==> src/cwr_pkg.sv <==
// Purpose: Shared constants and types for the CPU watchdog reset block
// Assumes: Byte-wide I/O port accesses, 10-bit port address, 25 MHz clock
// Notes:   Port offsets are the full I/O addresses
package cwr_pkg;

  // I/O port addresses
  localparam logic [9:0] CTRL_PORT_ADDR   = 10'h1d0;
  localparam logic [9:0] HOLDOFF_PORT_ADDR = 10'h1d1;
  localparam logic [9:0] STATUS_PORT_ADDR = 10'h1d2;

  // Field positions
  localparam int CTRL_EN_BIT   = 0;
  localparam int STAT_FLAG_BIT = 2;

  // Values
  localparam logic [7:0] HOLDOFF_KEY   = 8'h5a;
  localparam logic       ENABLE_RESET  = 1'b0;
  localparam logic       FLAG_RESET    = 1'b0;
  localparam logic [7:0] UNMAPPED_READ = 8'h00;

  // Timing
  localparam int unsigned CLK_PERIOD_NS = 40;
  localparam int unsigned WDOG_PERIOD_MS = 1000;
  localparam int unsigned WDOG_PERIOD_CYCLES =
    (WDOG_PERIOD_MS * 1000000 + CLK_PERIOD_NS - 1) / CLK_PERIOD_NS;
  localparam int          CNT_W = 25;
  localparam int unsigned CPU_RESET_HOLD_CYCLES = 16;
  localparam int          HOLD_W = 5;

  typedef enum logic [1:0] {
    PORT_NONE = 2'b00,
    PORT_CTRL = 2'b01,
    PORT_HOLD = 2'b10,
    PORT_STAT = 2'b11
  } cwr_port_e;

  typedef struct packed {
    logic [9:0] addr;
    logic [7:0] wdata;
    logic       wr;
    logic       rd;
  } cwr_io_req_s;

endpackage

==> src/cwr_timer.sv <==
// Purpose: Fixed-period free-running watchdog counter
// Assumes: PERIOD_CYCLES of at least two
// Notes:   Expire pulses once per period; restart wins over wrap
`timescale 1ns/1ps
`default_nettype none
module cwr_timer
  import cwr_pkg::*;
#(
  parameter int unsigned PERIOD_CYCLES = WDOG_PERIOD_CYCLES
) (
  input  wire logic             mclk,
  input  wire logic             reset,
  input  wire logic             restart,
  output logic                  expire,
  output logic [CNT_W-1:0]      count
);

  localparam logic [CNT_W-1:0] LAST = CNT_W'(PERIOD_CYCLES - 1);
  localparam logic [CNT_W:0]   FULL = (CNT_W+1)'(PERIOD_CYCLES);

  // No register reaches the length, so it cannot be shortened by software
  always_ff @(posedge mclk or posedge reset) begin
    if (reset) begin
      count <= '0;
    end else if (restart) begin
      count <= '0;
    end else if (count == LAST) begin
      count <= '0;
    end else begin
      count <= count + 1'b1;
    end
  end

  always_ff @(posedge mclk or posedge reset) begin
    if (reset) begin
      expire <= 1'b0;
    end else begin
      expire <= !restart && (count == LAST);
    end
  end

  // Cycles since the count last stood at zero
  logic [CNT_W:0] since;
  always_ff @(posedge mclk or posedge reset) begin
    if (reset) begin
      since <= '0;
    end else if (restart) begin
      since <= '0;
    end else if (expire) begin
      since <= (CNT_W+1)'(1);
    end else if (since != '1) begin
      since <= since + 1'b1;
    end
  end

  property p_restart_zero;
    @(posedge mclk) disable iff (reset)
      restart |=> (count == '0) && !expire;
  endproperty
  a_restart_zero: assert property (p_restart_zero)
    else $error("restart did not clear the count");

  property p_fixed_period;
    @(posedge mclk) disable iff (reset)
      expire |-> (since == FULL);
  endproperty
  a_fixed_period: assert property (p_fixed_period)
    else $error("expiry came at a wrong period");

endmodule
`default_nettype wire

==> src/cwr_top.sv <==
// Purpose: Watchdog that resets the host CPU when not refreshed in time
// Assumes: I/O strobes come from logic on mclk, one cycle each
// Notes:   Timer runs even while disabled so the flag can be polled
`timescale 1ns/1ps
`default_nettype none
module cwr_top
  import cwr_pkg::*;
#(
  parameter int unsigned PERIOD_CYCLES = WDOG_PERIOD_CYCLES
) (
  input  wire logic        mclk,
  input  wire logic        reset,
  input  wire cwr_io_req_s io_req,
  output logic [7:0]       io_rdata,
  output logic             io_rd_ack,
  output logic             cpu_reset_out
);

  function automatic cwr_port_e port_sel(input logic [9:0] addr);
    if (addr == CTRL_PORT_ADDR) begin
      port_sel = PORT_CTRL;
    end else if (addr == HOLDOFF_PORT_ADDR) begin
      port_sel = PORT_HOLD;
    end else if (addr == STATUS_PORT_ADDR) begin
      port_sel = PORT_STAT;
    end else begin
      port_sel = PORT_NONE;
    end
  endfunction

  cwr_port_e        wr_port;
  cwr_port_e        rd_port;
  logic             wr_ctrl;
  logic             wr_hold;
  logic             wr_stat;
  logic             restart;
  logic             expire;
  logic [CNT_W-1:0] tmr_count;
  logic             wd_enable;
  logic             expiry_flag;
  logic [HOLD_W-1:0] hold_cnt;
  logic [7:0]       next_rdata;

  assign wr_port = io_req.wr ? port_sel(io_req.addr) : PORT_NONE;
  assign rd_port = port_sel(io_req.addr);
  assign wr_ctrl = (wr_port == PORT_CTRL);
  assign wr_hold = (wr_port == PORT_HOLD);
  assign wr_stat = (wr_port == PORT_STAT);
  // Only the exact key restarts; anything else is dropped
  assign restart = wr_hold && (io_req.wdata == HOLDOFF_KEY);

  cwr_timer #(
    .PERIOD_CYCLES (PERIOD_CYCLES)
  ) u_timer (
    .mclk    (mclk),
    .reset   (reset),
    .restart (restart),
    .expire  (expire),
    .count   (tmr_count)
  );

  // Enable: written directly, no unlock sequence
  always_ff @(posedge mclk or posedge reset) begin
    if (reset) begin
      wd_enable <= ENABLE_RESET;
    end else if (wr_ctrl) begin
      wd_enable <= io_req.wdata[CTRL_EN_BIT];
    end
  end

  // Expiry flag: set beats a clear in the same cycle
  always_ff @(posedge mclk or posedge reset) begin
    if (reset) begin
      expiry_flag <= FLAG_RESET;
    end else if (expire) begin
      expiry_flag <= 1'b1;
    end else if (wr_stat && io_req.wdata[STAT_FLAG_BIT]) begin
      expiry_flag <= 1'b0;
    end
  end

  // CPU reset stretched so a slow reset input sees it
  always_ff @(posedge mclk or posedge reset) begin
    if (reset) begin
      hold_cnt      <= '0;
      cpu_reset_out <= 1'b0;
    end else if (expire && wd_enable) begin
      hold_cnt      <= HOLD_W'(CPU_RESET_HOLD_CYCLES - 1);
      cpu_reset_out <= 1'b1;
    end else if (hold_cnt != '0) begin
      hold_cnt      <= hold_cnt - 1'b1;
      cpu_reset_out <= 1'b1;
    end else begin
      cpu_reset_out <= 1'b0;
    end
  end

  // Unused control bits read zero; software keeps them via read-modify-write
  always_comb begin
    next_rdata = UNMAPPED_READ;
    case (rd_port)
      PORT_CTRL: begin
        next_rdata = 8'h00;
        next_rdata[CTRL_EN_BIT] = wd_enable;
      end
      PORT_STAT: begin
        next_rdata = 8'h00;
        next_rdata[STAT_FLAG_BIT] = expiry_flag;
      end
      PORT_HOLD: begin
        next_rdata = 8'h00;
      end
      default: begin
        next_rdata = UNMAPPED_READ;
      end
    endcase
  end

  always_ff @(posedge mclk or posedge reset) begin
    if (reset) begin
      io_rdata <= 8'h00;
    end else if (io_req.rd) begin
      io_rdata <= next_rdata;
    end
  end

  always_ff @(posedge mclk or posedge reset) begin
    if (reset) begin
      io_rd_ack <= 1'b0;
    end else begin
      io_rd_ack <= io_req.rd;
    end
  end

  property p_expire_reset;
    @(posedge mclk) disable iff (reset)
      expire && wd_enable |=> cpu_reset_out [*8];
  endproperty
  a_expire_reset: assert property (p_expire_reset)
    else $error("enabled expiry did not reset the CPU");

  property p_no_reset_disabled;
    @(posedge mclk) disable iff (reset)
      !wd_enable && !cpu_reset_out |=> !cpu_reset_out;
  endproperty
  a_no_reset_disabled: assert property (p_no_reset_disabled)
    else $error("CPU reset while watchdog disabled");

  property p_reset_disabled;
    @(posedge mclk) disable iff (reset)
      $past(reset) |-> !wd_enable && !cpu_reset_out;
  endproperty
  a_reset_disabled: assert property (p_reset_disabled)
    else $error("watchdog not disabled after reset");

  property p_disable_now;
    @(posedge mclk) disable iff (reset)
      wr_ctrl && !io_req.wdata[CTRL_EN_BIT] |=> !wd_enable;
  endproperty
  a_disable_now: assert property (p_disable_now)
    else $error("clearing enable did not disable");

  property p_key_restart;
    @(posedge mclk) disable iff (reset)
      restart |=> (tmr_count == '0) ##1
        ((tmr_count == CNT_W'(1)) || $past(restart));
  endproperty
  a_key_restart: assert property (p_key_restart)
    else $error("key write did not restart the period");

  property p_other_ignored;
    @(posedge mclk) disable iff (reset)
      wr_hold && (io_req.wdata != HOLDOFF_KEY) |=>
        (tmr_count == CNT_W'($past(tmr_count) + 1'b1)) ||
        (tmr_count == '0);
  endproperty
  a_other_ignored: assert property (p_other_ignored)
    else $error("non-key hold-off write disturbed the timer");

  property p_flag_clear;
    @(posedge mclk) disable iff (reset)
      wr_stat && io_req.wdata[STAT_FLAG_BIT] && !expire |=> !expiry_flag;
  endproperty
  a_flag_clear: assert property (p_flag_clear)
    else $error("writing one did not clear the flag");

  property p_flag_keep;
    @(posedge mclk) disable iff (reset)
      wr_stat && !io_req.wdata[STAT_FLAG_BIT] && expiry_flag
        |=> expiry_flag;
  endproperty
  a_flag_keep: assert property (p_flag_keep)
    else $error("writing zero changed the flag");

  property p_set_wins;
    @(posedge mclk) disable iff (reset)
      expire |=> expiry_flag;
  endproperty
  a_set_wins: assert property (p_set_wins)
    else $error("expiry did not set the flag");

  property p_read_flag;
    @(posedge mclk) disable iff (reset)
      io_req.rd && (rd_port == PORT_STAT) |=>
        io_rd_ack && (io_rdata[STAT_FLAG_BIT] == $past(expiry_flag));
  endproperty
  a_read_flag: assert property (p_read_flag)
    else $error("status read returned a wrong flag");

  property p_cov_reset;
    @(posedge mclk) disable iff (reset) expire && wd_enable;
  endproperty
  c_cov_reset: cover property (p_cov_reset);

  property p_cov_refresh;
    @(posedge mclk) disable iff (reset) restart && wd_enable;
  endproperty
  c_cov_refresh: cover property (p_cov_refresh);

  property p_cov_clear_race;
    @(posedge mclk) disable iff (reset)
      expire && wr_stat && io_req.wdata[STAT_FLAG_BIT];
  endproperty
  c_cov_clear_race: cover property (p_cov_clear_race);

endmodule
`default_nettype wire

==> config.mk <==
export PLATFORM = sky130hd
export DESIGN_NAME = cwr_top
export DESIGN_NICKNAME = d
export VERILOG_FILES = /design/src/cwr_pkg.sv /design/src/cwr_timer.sv /design/src/cwr_top.sv
export SDC_FILE = /design/constraint.sdc
export NUM_CORES = 1
export LEC_CHECK = 0
export BUFFER_PORTS_ARGS = -buffer_cell sky130_fd_sc_hd__buf_2
export CAP_MARGIN = 30
export CELL_PAD_IN_SITES_DETAIL_PLACEMENT = 1
export CELL_PAD_IN_SITES_GLOBAL_PLACEMENT = 1
export CORE_UTILIZATION = 45
export CTS_CLUSTER_SIZE = 12
export DETAILED_ROUTE_END_ITERATION = 12
export HOLD_SLACK_MARGIN = 0.03
export PLACE_DENSITY = 0.79
export RECOVER_POWER = 100
export SLEW_MARGIN = 20
export SYNTH_ARGS = -nofsm -noshare
export SYNTH_HDL_FRONTEND = slang
export SYNTH_SLANG_ARGS = --single-unit
==> constraint.sdc <==
create_clock -name mclk -period 4.3 [get_ports mclk]
set_clock_uncertainty 0.05 [all_clocks]
set_input_delay 0.86 -clock mclk [delete_from_list [all_inputs] [get_ports mclk]]
set_output_delay 0.86 -clock mclk [all_outputs]
set_load 0.02 [all_outputs]
== Yosys cells after proc, flatten, opt, wreduce, memory -nomap -nowiden ==
Index checks and enable logic that the tools add are counted.

* Div/mod/pow operators: 0
* Multiplexer cells: 13
* Shifts and indexed selects: 0
* Order comparisons: 0
* Equality and inequality tests: 10
* Bitwise operators: 0
* $add $sub $neg: 2
* Reduce and logical (&&, ||, !) cells: 8
* Multipliers: 0

{| class="wikitable"
|+ Operator list
! cell !! number
|-
| 2-to-1 mux 25 bit || 2
|-
| == test 10 x 9 -> 1 bit (second input constant) || 3
|-
| adder 25 x 1 -> 25 bit (second input constant) || 1
|-
| == test 25 bit (second input constant) || 1
|-
| 2-to-1 mux 5 bit || 2
|-
| == test 8 x 7 -> 1 bit (second input constant) || 1
|-
| 2-to-1 mux 2 bit || 4
|-
| == test 2 bit (second input constant) || 3
|-
| case mux 3 bit (2 select lines) || 1
|-
| nonzero test 5 bit || 1
|-
| subtractor 5 x 1 -> 5 bit (second input constant) || 1
|-
| == test 2 x 1 -> 1 bit (second input constant) || 2
|-
| logical AND 1 bit || 4
|-
| 2-to-1 mux 1 bit || 4
|-
| nonzero test 2 bit || 2
|-
| logical NOT 1 bit || 1
|}

* Input bits: 22
* Logic and storage cells: 41
* ROM bits: 0
* Flip-flop bits (word level): 43
* Bits in latches: 0
* RAM bits: 0
* Output and inout bits: 10
* Memories: 0

== Longest topological paths before layout ==
Gate-level depths: netlist (run 1).

* Word-level depth: 9
* Mapped depth: 7
* Mapped depth without buffers: 6

== Modules after synthesis ==
From an unflattened synthesis (run 1), not the netlist that was laid out.

* Cells, all modules: 199
* Area total of the unflattened synthesis: 1936.9 um2

{| class="wikitable"
|+ By module, submodules not included
! module !! sequential area each (um2) !! times used !! cells each !! area each (um2)
|-
| cwr_timer || 650.6 || 1 || 138 || 1305.0
|-
| cwr_top || 275.3 || 1 || 61 || 631.9
|}

== Worst setup path before layout (run 1) ==
No wires, ideal clock.

* Path type: input -> register
* Start: in io_req[15] in the netlist's numbering
* End: reg u_timer.count[16]
* Buffers on the path: 2
* Arrival time: 1.898 ns
* Library setup time: 0.119 ns
* Slack: 2.233 ns
* Stages on the path: 7
* Data required time: 4.131 ns
* Cell sequence: nor4bb_1 -> nand4_1 -> nor3_1 -> or2_1 -> buf_4 -> buf_6 -> nor2_1

* Cells in the longest elaborated chain, start to end: 8
* Elaborated cells on any way between the ends: 10
* Those cells by class: eq/ne (4); mux (5); reduce/logical (1)

{| class="wikitable"
|+ Ends and longest elaborated chain
! element !! RTL line !! RTL
|-
| from (decl) || cwr_top.sv:13 || <nowiki>input wire cwr_io_req_s io_req,</nowiki>
|-
| == test 10 x 9 -> 1 bit || cwr_top.sv:24 || <nowiki>end else if (addr == STATUS_PORT_ADDR) begin</nowiki>
|-
| 2-to-1 mux 2 bit || cwr_top.sv:24 ||
|-
| 2-to-1 mux 2 bit || cwr_top.sv:22 || <nowiki>end else if (addr == HOLDOFF_PORT_ADDR) begin</nowiki>
|-
| 2-to-1 mux 2 bit (*) || cwr_top.sv:20 || <nowiki>if (addr == CTRL_PORT_ADDR) begin</nowiki>
|-
| 2-to-1 mux 2 bit (*) || cwr_top.sv:44 || <nowiki>assign wr_port = io_req.wr ? port_sel(io_req.addr) : PORT_NONE;</nowiki>
|-
| == test 2 bit (*) || cwr_top.sv:47 || <nowiki>assign wr_hold = (wr_port == PORT_HOLD);</nowiki>
|-
| logical AND 1 bit (*) || cwr_top.sv:50 || <nowiki>assign restart = wr_hold && (io_req.wdata == HOLDOFF_KEY);</nowiki>
|-
| 2-to-1 mux 25 bit (*) || cwr_timer.sv:25 || <nowiki>end else if (restart) begin</nowiki>
|-
| to (signal assigned) || cwr_timer.sv:30 || <nowiki>count <= count + 1'b1;</nowiki>
|-
| to (decl) || cwr_timer.sv:15 || <nowiki>output logic [CNT_W-1:0] count</nowiki>
|}

Every way passes the cells marked *; elsewhere a longest branch is shown, timed or not.
A chain may end at the register's enable or synchronous reset.

== Worst setup path in the final report (run 1) ==
* Start: in io_req[15] in the netlist's numbering
* End: reg u_timer.count[9]

The elaborated chain is that of the path after synthesis.

==> flow_summary.yaml, run 1 <==
run_status:
  status: "complete, but fails checks"
  violations: "capacitance limit, slew limit"
timing:
  fin_crit_ns: 2.940
  setup_viol: 0
  fin_tns_setup_ns: 0
  slew_headroom_pct: -31.61
  final_hold_viol_count: 0
  tightest_slew_ns: 1.974
  clock.fmax_mhz: 340.1
  drv_slew: 38
  fin_crit_sh_pct: 68.37
  rsz0062_at_grt: "no"
yosys:
  syn_avg_cell_area_um2: 9.787
  yosys_most_used_dff: "dfrtp_1"
  synth_largest_area_cell: "dfrtp_1"
  synth_edf_count: 0
  synthCells: 197
  async_flop_share_pct: 100.0
  netlist_top_cells_area: "dfrtp_1 48%, xnor2_1 9.1%, nor2_1 7.0%, buf_4 3.1%, nand2_1 2.9%"
  ys_ff_latch: 37
  yosys-top-cells-count: "37 x dfrtp_1, 36 x nor2_1, 20 x xnor2_1"
  syn_area_um2: 1928
  synth_seq_area_share_pct: 48.02
  synth_cell_types: 36
  yosysWarnings: 0
  yosys.cell_count.top_type: "dfrtp_1"
  synth_top_area_share_pct: 48.02
run:
  drv_cap: 1
route:
  drt_iter0_drc: 65
  wirelength_um: 4030
  viasPerCell: 5.225
  detail-route-antenna-nets: 0
  drt-wirelength-per-cell_um: 14.65
  dr.pass1.iters: 4
  route.detailed.drc: 0
  vias: 1437
hold_path:
  holdPathEnd: "expiry_flag"
  min-delay-start: "expiry_flag"
  hold_class: "reg -> reg"
  min_path_cells: 1
layout:
  final_cells: 275
  antenna_cells: 0
  final_nets: 249
  syn2layout_area_growth_pct: 12.98
  drive_gt1_share_pct: 17.78
clock_network:
  cts_buffers: 5
  hold_buffers: 0
  cts_tree: "yes"
  ctsResizeCount: 0
  clock_latency_ns: 0.29
  clk_pin_slew_ns: 0.08
  cts_sinks: 37
  clockRootBuffer: "clkbuf_8"
  htreeDepth: 2
  max-clock-path-buffers: 2
  post_cts_buffers: 0
global_routing:
  grt_pass1_vias: 1581
  grt_pass1_wl_um: 6996
  grt_max_degree: 38
  grt_overflow: 0
  track_usage_pct: 21.23
  antenna_found_initial: 0
pwr:
  peakVddDrop_mv: 0.2271
  power.density_nw_per_um2: 342.5
  cellLeakagePower_nw: 0.9999
setup_path:
  cp-end-kind: "flip-flop"
  crit_path_start_kind: "input port"
  cp_slowest_stage_delay_ns: 1.12
  path_class: "in -> reg"
  cp_max_fo: 25
  r2r-start: "u_timer.count[15]"
  reg2reg_depth: 5
  crit_arrival_ns: 3.00
  required_ns: 4.36
  path_cells: "buf_2 -> nor4bb_1 -> nand4_1 -> nor3_1 -> or2_0 -> nor2_1"
  cp-startpoint: "io_req[15]"
  r2r_end: "u_timer.count[9]"
  slowest_stage: "or2_0"
  r2r_setup_slack_ns: 1.49
floorplan:
  num_rows: 23
  die_h_um: 67.46
  design.core.area_um2: 4058
  die_area_um2: 4550
  fp.dieW_um: 67.46
  initial_utilization_pct: 47.52
  io_pins: 32
placed_design:
  gp_congestion: 0.7376
  dp_cells: 267
  port_buffers: 25
  dp_hpwl_um: 2986
-- power by group --
part / total, W / switching [W] / internal, W
Sequential: 0.000359 / 0.00000604 / 0.000353
Combinational: 0.0000319 / 0.0000202 / 0.0000117
Clock: 0.000355 / 0.000124 / 0.000230
-- cell type report --
cell class,count,area (µm²)
well taps,50,62.56
clock buffers,5,68.82
flip-flops and latches,37,925.9
multi-input cells,140,880.8
clock inverters,3,65.06
repair buffers,26,122.6
fillers,471,1879
inverters,14,52.55
-- cell usage in the layout (no fill, tap or decap), types with 2 or more instances in the layout --
cell,instances
dfrtp_1,37
nor2_1,36
xnor2_1,20
buf_2,20
nand2_1,15
inv_1,14
nand3_1,7
nand4_1,6
xor2_1,6
conb_1,6
clkbuf_1,6
clkbuf_8,5
o21ai_0,4
nor3_1,4
nand3b_1,3
nor4_2,3
nor2b_1,3
ha_1,3
nor4bb_1,2
or4_1,2
and4_1,2
nor4b_1,2
and3_1,2
nor3_2,2
bufinv_16,2
-- registers in the layout, summed over array words and instances (netlist names) --
signal and cells:
cpu_reset_out 1, io_rd_ack 1, hold_cnt 5, expiry_flag 1, wd_enable 1, io_rdata 2
u_timer.count 25, u_timer.expire 1
-- critical path, delay by kind of cell --
kind,cells,cell delay [ns]
buffers and inverters,1,0.10
and+or+nand+nor,5,2.04
-- cell families after synthesis --
family / after synthesis / share of synthesized area, %
AOI/OAI and AO/OA: 7 / 2.141
buffers and inverters: 25 / 7.268
xor gates and xnor gates: 26 / 11.81
adders and majority gates: 3 / 1.947
DFF: 37 / 48.02
muxes: 1 / 0.5840
other: 1 / 0.1945
and+or+nand+nor: 97 / 28.03
-- through the flow --
stage	worst slack (ns)	hold WS, ns	instance area (µm²)	power, W	util [%]
after floorplan	2.233	0.3781	1947	0.0003861	-
after global placement	1.625	0.4036	2054	0.0003967	50.63
after detailed placement	1.485	0.4076	2054	0.0003992	50.63
after CTS	1.741	0.4413	2188	0.0007564	53.93
after global routing	1.141	0.4546	2178	0.0007769	53.68
final	1.360	0.4359	2178	0.0007460	53.68
-- routing by layer --
metal / vias up / global-route usage [%] / wire, µm
li1: 685 / - / -
met1: 714 / 24.81 / 1704
met2: 30 / 37.38 / 2084
met3: 8 / 4.054 / 173
met4: 0 / 9.574 / 68
met5: - / 0 / 0
-- worst max path at each step --
stage | endpoint | slack [ns] | cells past startpoint
CTS | u_timer.count[9] | 1.74 | 6
floorplan | u_timer.count[16] | 2.23 | 7
finish | u_timer.count[9] | 1.36 | 6
global placement | u_timer.count[20] | 1.62 | 6
detailed placement | u_timer.count[9] | 1.48 | 6
global route | u_timer.count[9] | 1.14 | 6
No activity file was read; power rests on OpenSTA's default activity.
==> run 2, diff against run 1 <==
- ABC_AREA: unset -> 1
- CORE_UTILIZATION: 45 -> 37
- PLACE_DENSITY: 0.79 -> 0.72
- clock period: 4.3 -> 2.5 ns (I/O delays scaled with it)
==> run 2 against run 1 <==
Net effect: the run now ends clean; clock-buffer cell count rose by 1; first-iteration DRC count rose by 9.2%; synthesized area rose by 18%; non-clock buffer count did not move; setup slack got worse by 0.79 ns; largest power group unchanged.
==> flow_summary.yaml, run 2 <==
pwr:
  switching_share_pct: 30.92
  p_switching_w: 0.0004265
  cellLeakagePower_nw: 1.120
  clock_power_share_pct: 29.4
  power_frac_comb_pct: 19.2
  internal-power_w: 0.0009528
  seq_power_share_pct: 51.4
  power.density_nw_per_um2: 550.9
  peakVddDrop_mv: 0.4038
  finalPower_w: 0.001379
setup_path:
  reg2reg_depth: 6
  crit_path_start_kind: "flip-flop"
  cp-end-kind: "flip-flop"
  cp-startpoint: "u_timer.count[0]"
  r2r_end: "u_timer.count[21]"
  r2r-start: "u_timer.count[0]"
  cp_max_fo: 25
  r2r_setup_slack_ns: 0.57
  crit_arrival_ns: 2.04
  path_class: "reg -> reg"
  required_ns: 2.60
layout:
  syn2layout_area_growth_pct: 9.704
  reg.largest.list: "u_timer.count: 25 flops, hold_cnt: 5 flops, io_rdata: 2 flops"
  final_nets: 373
  register_area_um2: 925.9
  fillerInstances: 790
  final_common_cell: "nand2_1"
  final_cell_mix: "80 x nand2_1, 68 x nor2_1, 39 x inv_1"
  largest_reg_flops: 25
  drive_gt1_share_pct: 13.47
  multi_input_area_um2: 1131
  regMostFlops: "u_timer.count"
  antenna_cells: 0
route:
  drt-wirelength-per-cell_um: 13.02
  dr.pass1.iters: 6
  route.detailed.drc: 0
  drt_iter0_drc: 71
  detail-route-antenna-nets: 0
  wirelength_um: 5522
  viasPerCell: 4.738
  vias: 2009
run_status:
  status: "finished, final reports clean"
timing:
  slew_headroom_pct: 36.97
  fin_crit_sh_pct: 77.36
  setup_viol: 0
  timing.final.ws_setup_ns: 0.5660
  fin_tns_setup_ns: 0
  fin_crit_ns: 1.934
  clock.fmax_mhz: 517.1
  drv_slew: 0
  rsz0062_at_grt: "no"
  final_hold_viol_count: 0
  tightest_slew_ns: 0.9455
yosys:
  yosysWarnings: 0
  yosys_most_used_dff: "dfrtp_1"
  synthCells: 318
  ys_ff_latch: 37
  synth_top_area_share_pct: 40.57
  synth_edf_count: 0
  synth_largest_area_cell: "dfrtp_1"
  synth_seq_area_share_pct: 40.57
  synth_cell_types: 25
  yosys-top-cells-count: "79 x nand2_1, 66 x nor2_1, 39 x inv_1"
  netlist_top_cells_area: "dfrtp_1 41%, nand2_1 13%, nor2_1 11%, inv_1 6.4%, nand3_1 5.5%"
  async_flop_share_pct: 100.0
  syn_area_um2: 2282
  syn_avg_cell_area_um2: 7.177
  yosys.cell_count.top_type: "nand2_1"
floorplan:
  fp.dieW_um: 80.54
  io_pins: 32
  num_rows: 28
  initial_utilization_pct: 38.55
  die_h_um: 80.54
  die_area_um2: 6486
  design.core.area_um2: 5921
placed_design:
  gp_congestion: 0.8252
  preCtsSetupSlack_ns: 0.6280
  port_buffers: 25
  dp_hpwl_um: 4318
global_routing:
  antenna_found_initial: 0
  grt_pass1_vias: 2104
  use_met1_pct: 24.24
  track_usage_pct: 19.74
  grt_overflow: 0
  met3_usage_pct: 3.409
  grt_max_degree: 38
  use_met2_pct: 35.42
  grt_busiest_layer: "met2"
  grt_pass1_wl_um: 9729
clock_network:
  clk_pin_slew_ns: 0.08
  post_cts_buffers: 0
  hold_buffers: 0
  clockRootBuffer: "clkbuf_8"
  clock_latency_ns: 0.29
  htreeDepth: 2
  cts_tree: "yes"
  cts_sinks: 37
  ctsResizeCount: 0
  cts_buffers: 5
  max-clock-path-buffers: 2
hold_path:
  hold_class: "in -> reg"
  min-delay-start: "io_req[0]"
  min_path_cells: 1
  holdPathEnd: "io_rd_ack"
run:
  drv_cap: 0
## run 2: cell types whose count changed in the layout (fill, tap and decap cells not counted), moves of 14 or more
cell / change
nand2_1: +65
xnor2_1: -14
inv_1: +25
nand3_1: +19
nor2_2: +14
nor2_1: +32
## run 2: metrics by stage
step	instances	cell area [µm²]	util [%]	hold slack (ns)
floorplan	323	2301	-	0.3836
global placement	416	2447	41.34	0.4101
detailed placement	416	2447	41.34	0.4122
CTS	424	2530	42.73	0.2898
global route	424	2504	42.29	0.3087
finish	424	2504	42.29	0.3122
## run 2: logic make-up after synthesis
logic type	share of synthesized area, %
XOR/XNOR	4.989
flip-flops	40.57
AND/OR/NAND/NOR	39.31
buffers and inverters	9.923
other	0.1643
AO/OA/AOI/OAI	3.399
adder cells (fa/ha/maj)	1.645
## run 2: final cells by class
class | instances | area share [%]
clock buffer | 6 | 2.899
sequential | 37 | 36.98
tap | 75 | 3.748
timing repair buffer | 26 | 4.948
multi-input combinational | 239 | 45.18
clock inverter | 2 | 0.3998
inverter | 39 | 5.847
## run 2: critical path, cell delays in order (launching register included)
cell     delay [ns]
dfrtp_1        0.43
ha_1           0.30
nand2_1        0.19
nor2_2         0.12
nand3_1        0.10
nand2_2        0.48
nor2_1         0.12
## run 2: worst max-delay path by stage
stage	cells after the start	end
floorplan	9	u_timer.count[4]
detailed placement	9	u_timer.count[21]
finish	6	u_timer.count[21]
global placement	9	u_timer.count[21]
CTS	9	u_timer.count[24]
global route	6	u_timer.count[23]
## run 2: power groups by stage
stage | Sequential (W) | Clock [W] | Combinational [W]
floorplan | 0.000712 | 0 | 0.000200
global placement | 0.000716 | 0 | 0.000257
detailed placement | 0.000721 | 0 | 0.000271
CTS | 0.000709 | 0.000422 | 0.000272
global route | 0.000719 | 0.000444 | 0.000314
finish | 0.000709 | 0.000406 | 0.000265
## run 2: routing by layer
layer	share of wire [%]	wire [µm]	up-vias
li1	-	-	1035
met1	46	2541	946
met2	50	2774	21
met3	2.6	146	7
met4	1.1	59	0
met5	0	0	-
==> run 3, diff against run 2 <==
- ABC_AREA: 1 -> 0
- CORE_UTILIZATION: 37 -> 38
- PLACE_DENSITY: 0.72 -> 0.71
- clock period: 2.5 -> 1.7 ns (I/O delays scaled with it)
==> run 3 against run 2 <==
Net effect: the run now ends with setup timing left; via count shrank 23%; clock power rose by 65%; total power grew 22%; global-route usage down 1.3 points; register-to-register slack worse by 0.63 ns; largest power group unchanged.
==> flow_summary.yaml, run 3 (same netlist as run 1, synthesis figures left out) <==
placed_design:
  dp_hpwl_um: 3046
  preCtsSetupSlack_ns: -0.1215
  gp_congestion: 0.7200
  port_buffers: 25
setup_path:
  path_class: "reg -> reg"
  path_cells: "ha_2 -> inv_2 -> or4_4 -> nor4_4 -> xnor2_1 -> nor2_1"
  required_ns: 1.83
  cp-end-kind: "flip-flop"
  crit_arrival_ns: 1.89
  cp_max_fo: 7
  slowest_stage: "or4_4"
  path_buf_inv: 1
  critical-path-top-delay-family: "simple AND/OR/NAND/NOR gates"
  cp_slowest_stage_delay_ns: 0.59
  crit_path_start_kind: "flip-flop"
route:
  vias: 1539
  drt-wirelength-per-cell_um: 13.02
  wirelength_um: 4361
  drt_iter0_drc: 53
  route.detailed.drc: 0
  dr.pass1.iters: 4
  detail-route-antenna-nets: 0
  viasPerCell: 4.594
floorplan:
  fp.dieW_um: 73.23
  io_pins: 32
  num_rows: 25
  die_area_um2: 5363
  design.core.area_um2: 4817
  initial_utilization_pct: 40.03
  die_h_um: 73.23
timing:
  hold_slack_ns: 0.1690
  rsz0062_at_grt: "yes"
  slew_headroom_pct: 40.05
  clock.fmax_mhz: 568.4
  setup_viol: 25
  fin_crit_sh_pct: 103.5
  timing.final.ws_setup_ns: -0.05931
  final_hold_viol_count: 0
  drv_slew: 0
  fin_crit_ns: 1.759
  tightest_slew_ns: 0.8992
layout:
  fillerInstances: 585
  reg.largest.list: "u_timer.count: 25 flops, hold_cnt: 5 flops, io_rdata: 2 flops"
  fin_util_pct: 55.04
  antenna_cells: 0
  final_cell_mix: "37 x dfrtp_1, 34 x buf_4, 30 x nor2_1"
  final_common_cell: "dfrtp_1"
  syn2layout_area_growth_pct: 37.51
  final_nets: 292
  drive_gt1_share_pct: 36.57
  largest_reg_flops: 25
  regMostFlops: "u_timer.count"
clock_network:
  htreeDepth: 2
  clockRootBuffer: "clkbuf_8"
  cts_sinks: 37
  cts_tree: "yes"
  clock_latency_ns: 0.29
  hold_buffers: 0
  clk_pin_slew_ns: 0.07
  cts_buffers: 5
  max-clock-path-buffers: 2
global_routing:
  track_usage_pct: 18.45
  grt_pass1_wl_um: 7424
  antenna_found_initial: 0
  grt_overflow: 0
  grt_max_degree: 38
  grt_pass1_vias: 1666
pwr:
  cellLeakagePower_nw: 1.286
  power.density_nw_per_um2: 636.6
  finalPower_w: 0.001688
  peakVddDrop_mv: 0.4951
run_status:
  status: "complete, but fails checks"
  violations: "setup timing"
run:
  drv_cap: 0
hold_path:
  hold_class: "in -> reg"
==> run 3: worst paths after layout <==
check | start | endpoint | slack, ns | cells past startpoint
setup / recovery | u_timer.count[0] | u_timer.count[24] | -0.06 | 6
hold reg to reg | u_timer.expire | expiry_flag | 0.42 | 1
max in group asynchronous | reset | u_timer.count[7] | 0.77 | 3
min in group asynchronous | reset | cpu_reset_out | 0.26 | 3
setup reg to reg | u_timer.count[0] | u_timer.count[24] | -0.06 | 6
hold / removal | io_req[0] | io_rd_ack | 0.17 | 1
==> run 3: power by group <==
part           internal, W  switching, W  leakage, nW
sequential        0.000894    0.00000926        0.505
clock             0.000366      0.000303       0.0542
combinational    0.0000513     0.0000640        0.726
total              0.00131      0.000377         1.29
==> run 3: per-layer routing <==
metal  vias up  track usage, %  routed length [µm]
met4         0           7.190                  63
met5         -               0                   0
met3         8           4.144                  81
li1        780               -                   -
met1       737           20.63                1845
met2        14           33.74                2370
==> run 3: cell type report <==
cell class	count	area [µm²]	area share (%)
multi-input combinational	140	973.4	36.72
clock buffer	7	96.34	3.634
inverter	14	52.55	1.982
timing repair buffer	69	514.2	19.40
tap	67	83.83	3.162
clock inverter	1	5.005	0.1888
sequential	37	925.9	34.92
==> run 3: repair_timing <==
item                                    CTS  global route
pin swaps                                 2            14
resized for setup                         4            17
gates cloned                              0             3
endpoints found under the setup margin   25            25
buffers inserted                          2             6
==> run 3: stage by stage <==
step / std cells / instance area [µm²] / setup TNS [ns]
2_1_floorplan: 202 / 1978 / -0.2932
3_3_place_gp: 317 / 2374 / -0.8544
3_5_place_dp: 317 / 2374 / -1.616
4_1_cts: 327 / 2507 / -1.448
5_1_grt: 335 / 2651 / -2.931
6_report: 335 / 2651 / -0.8312
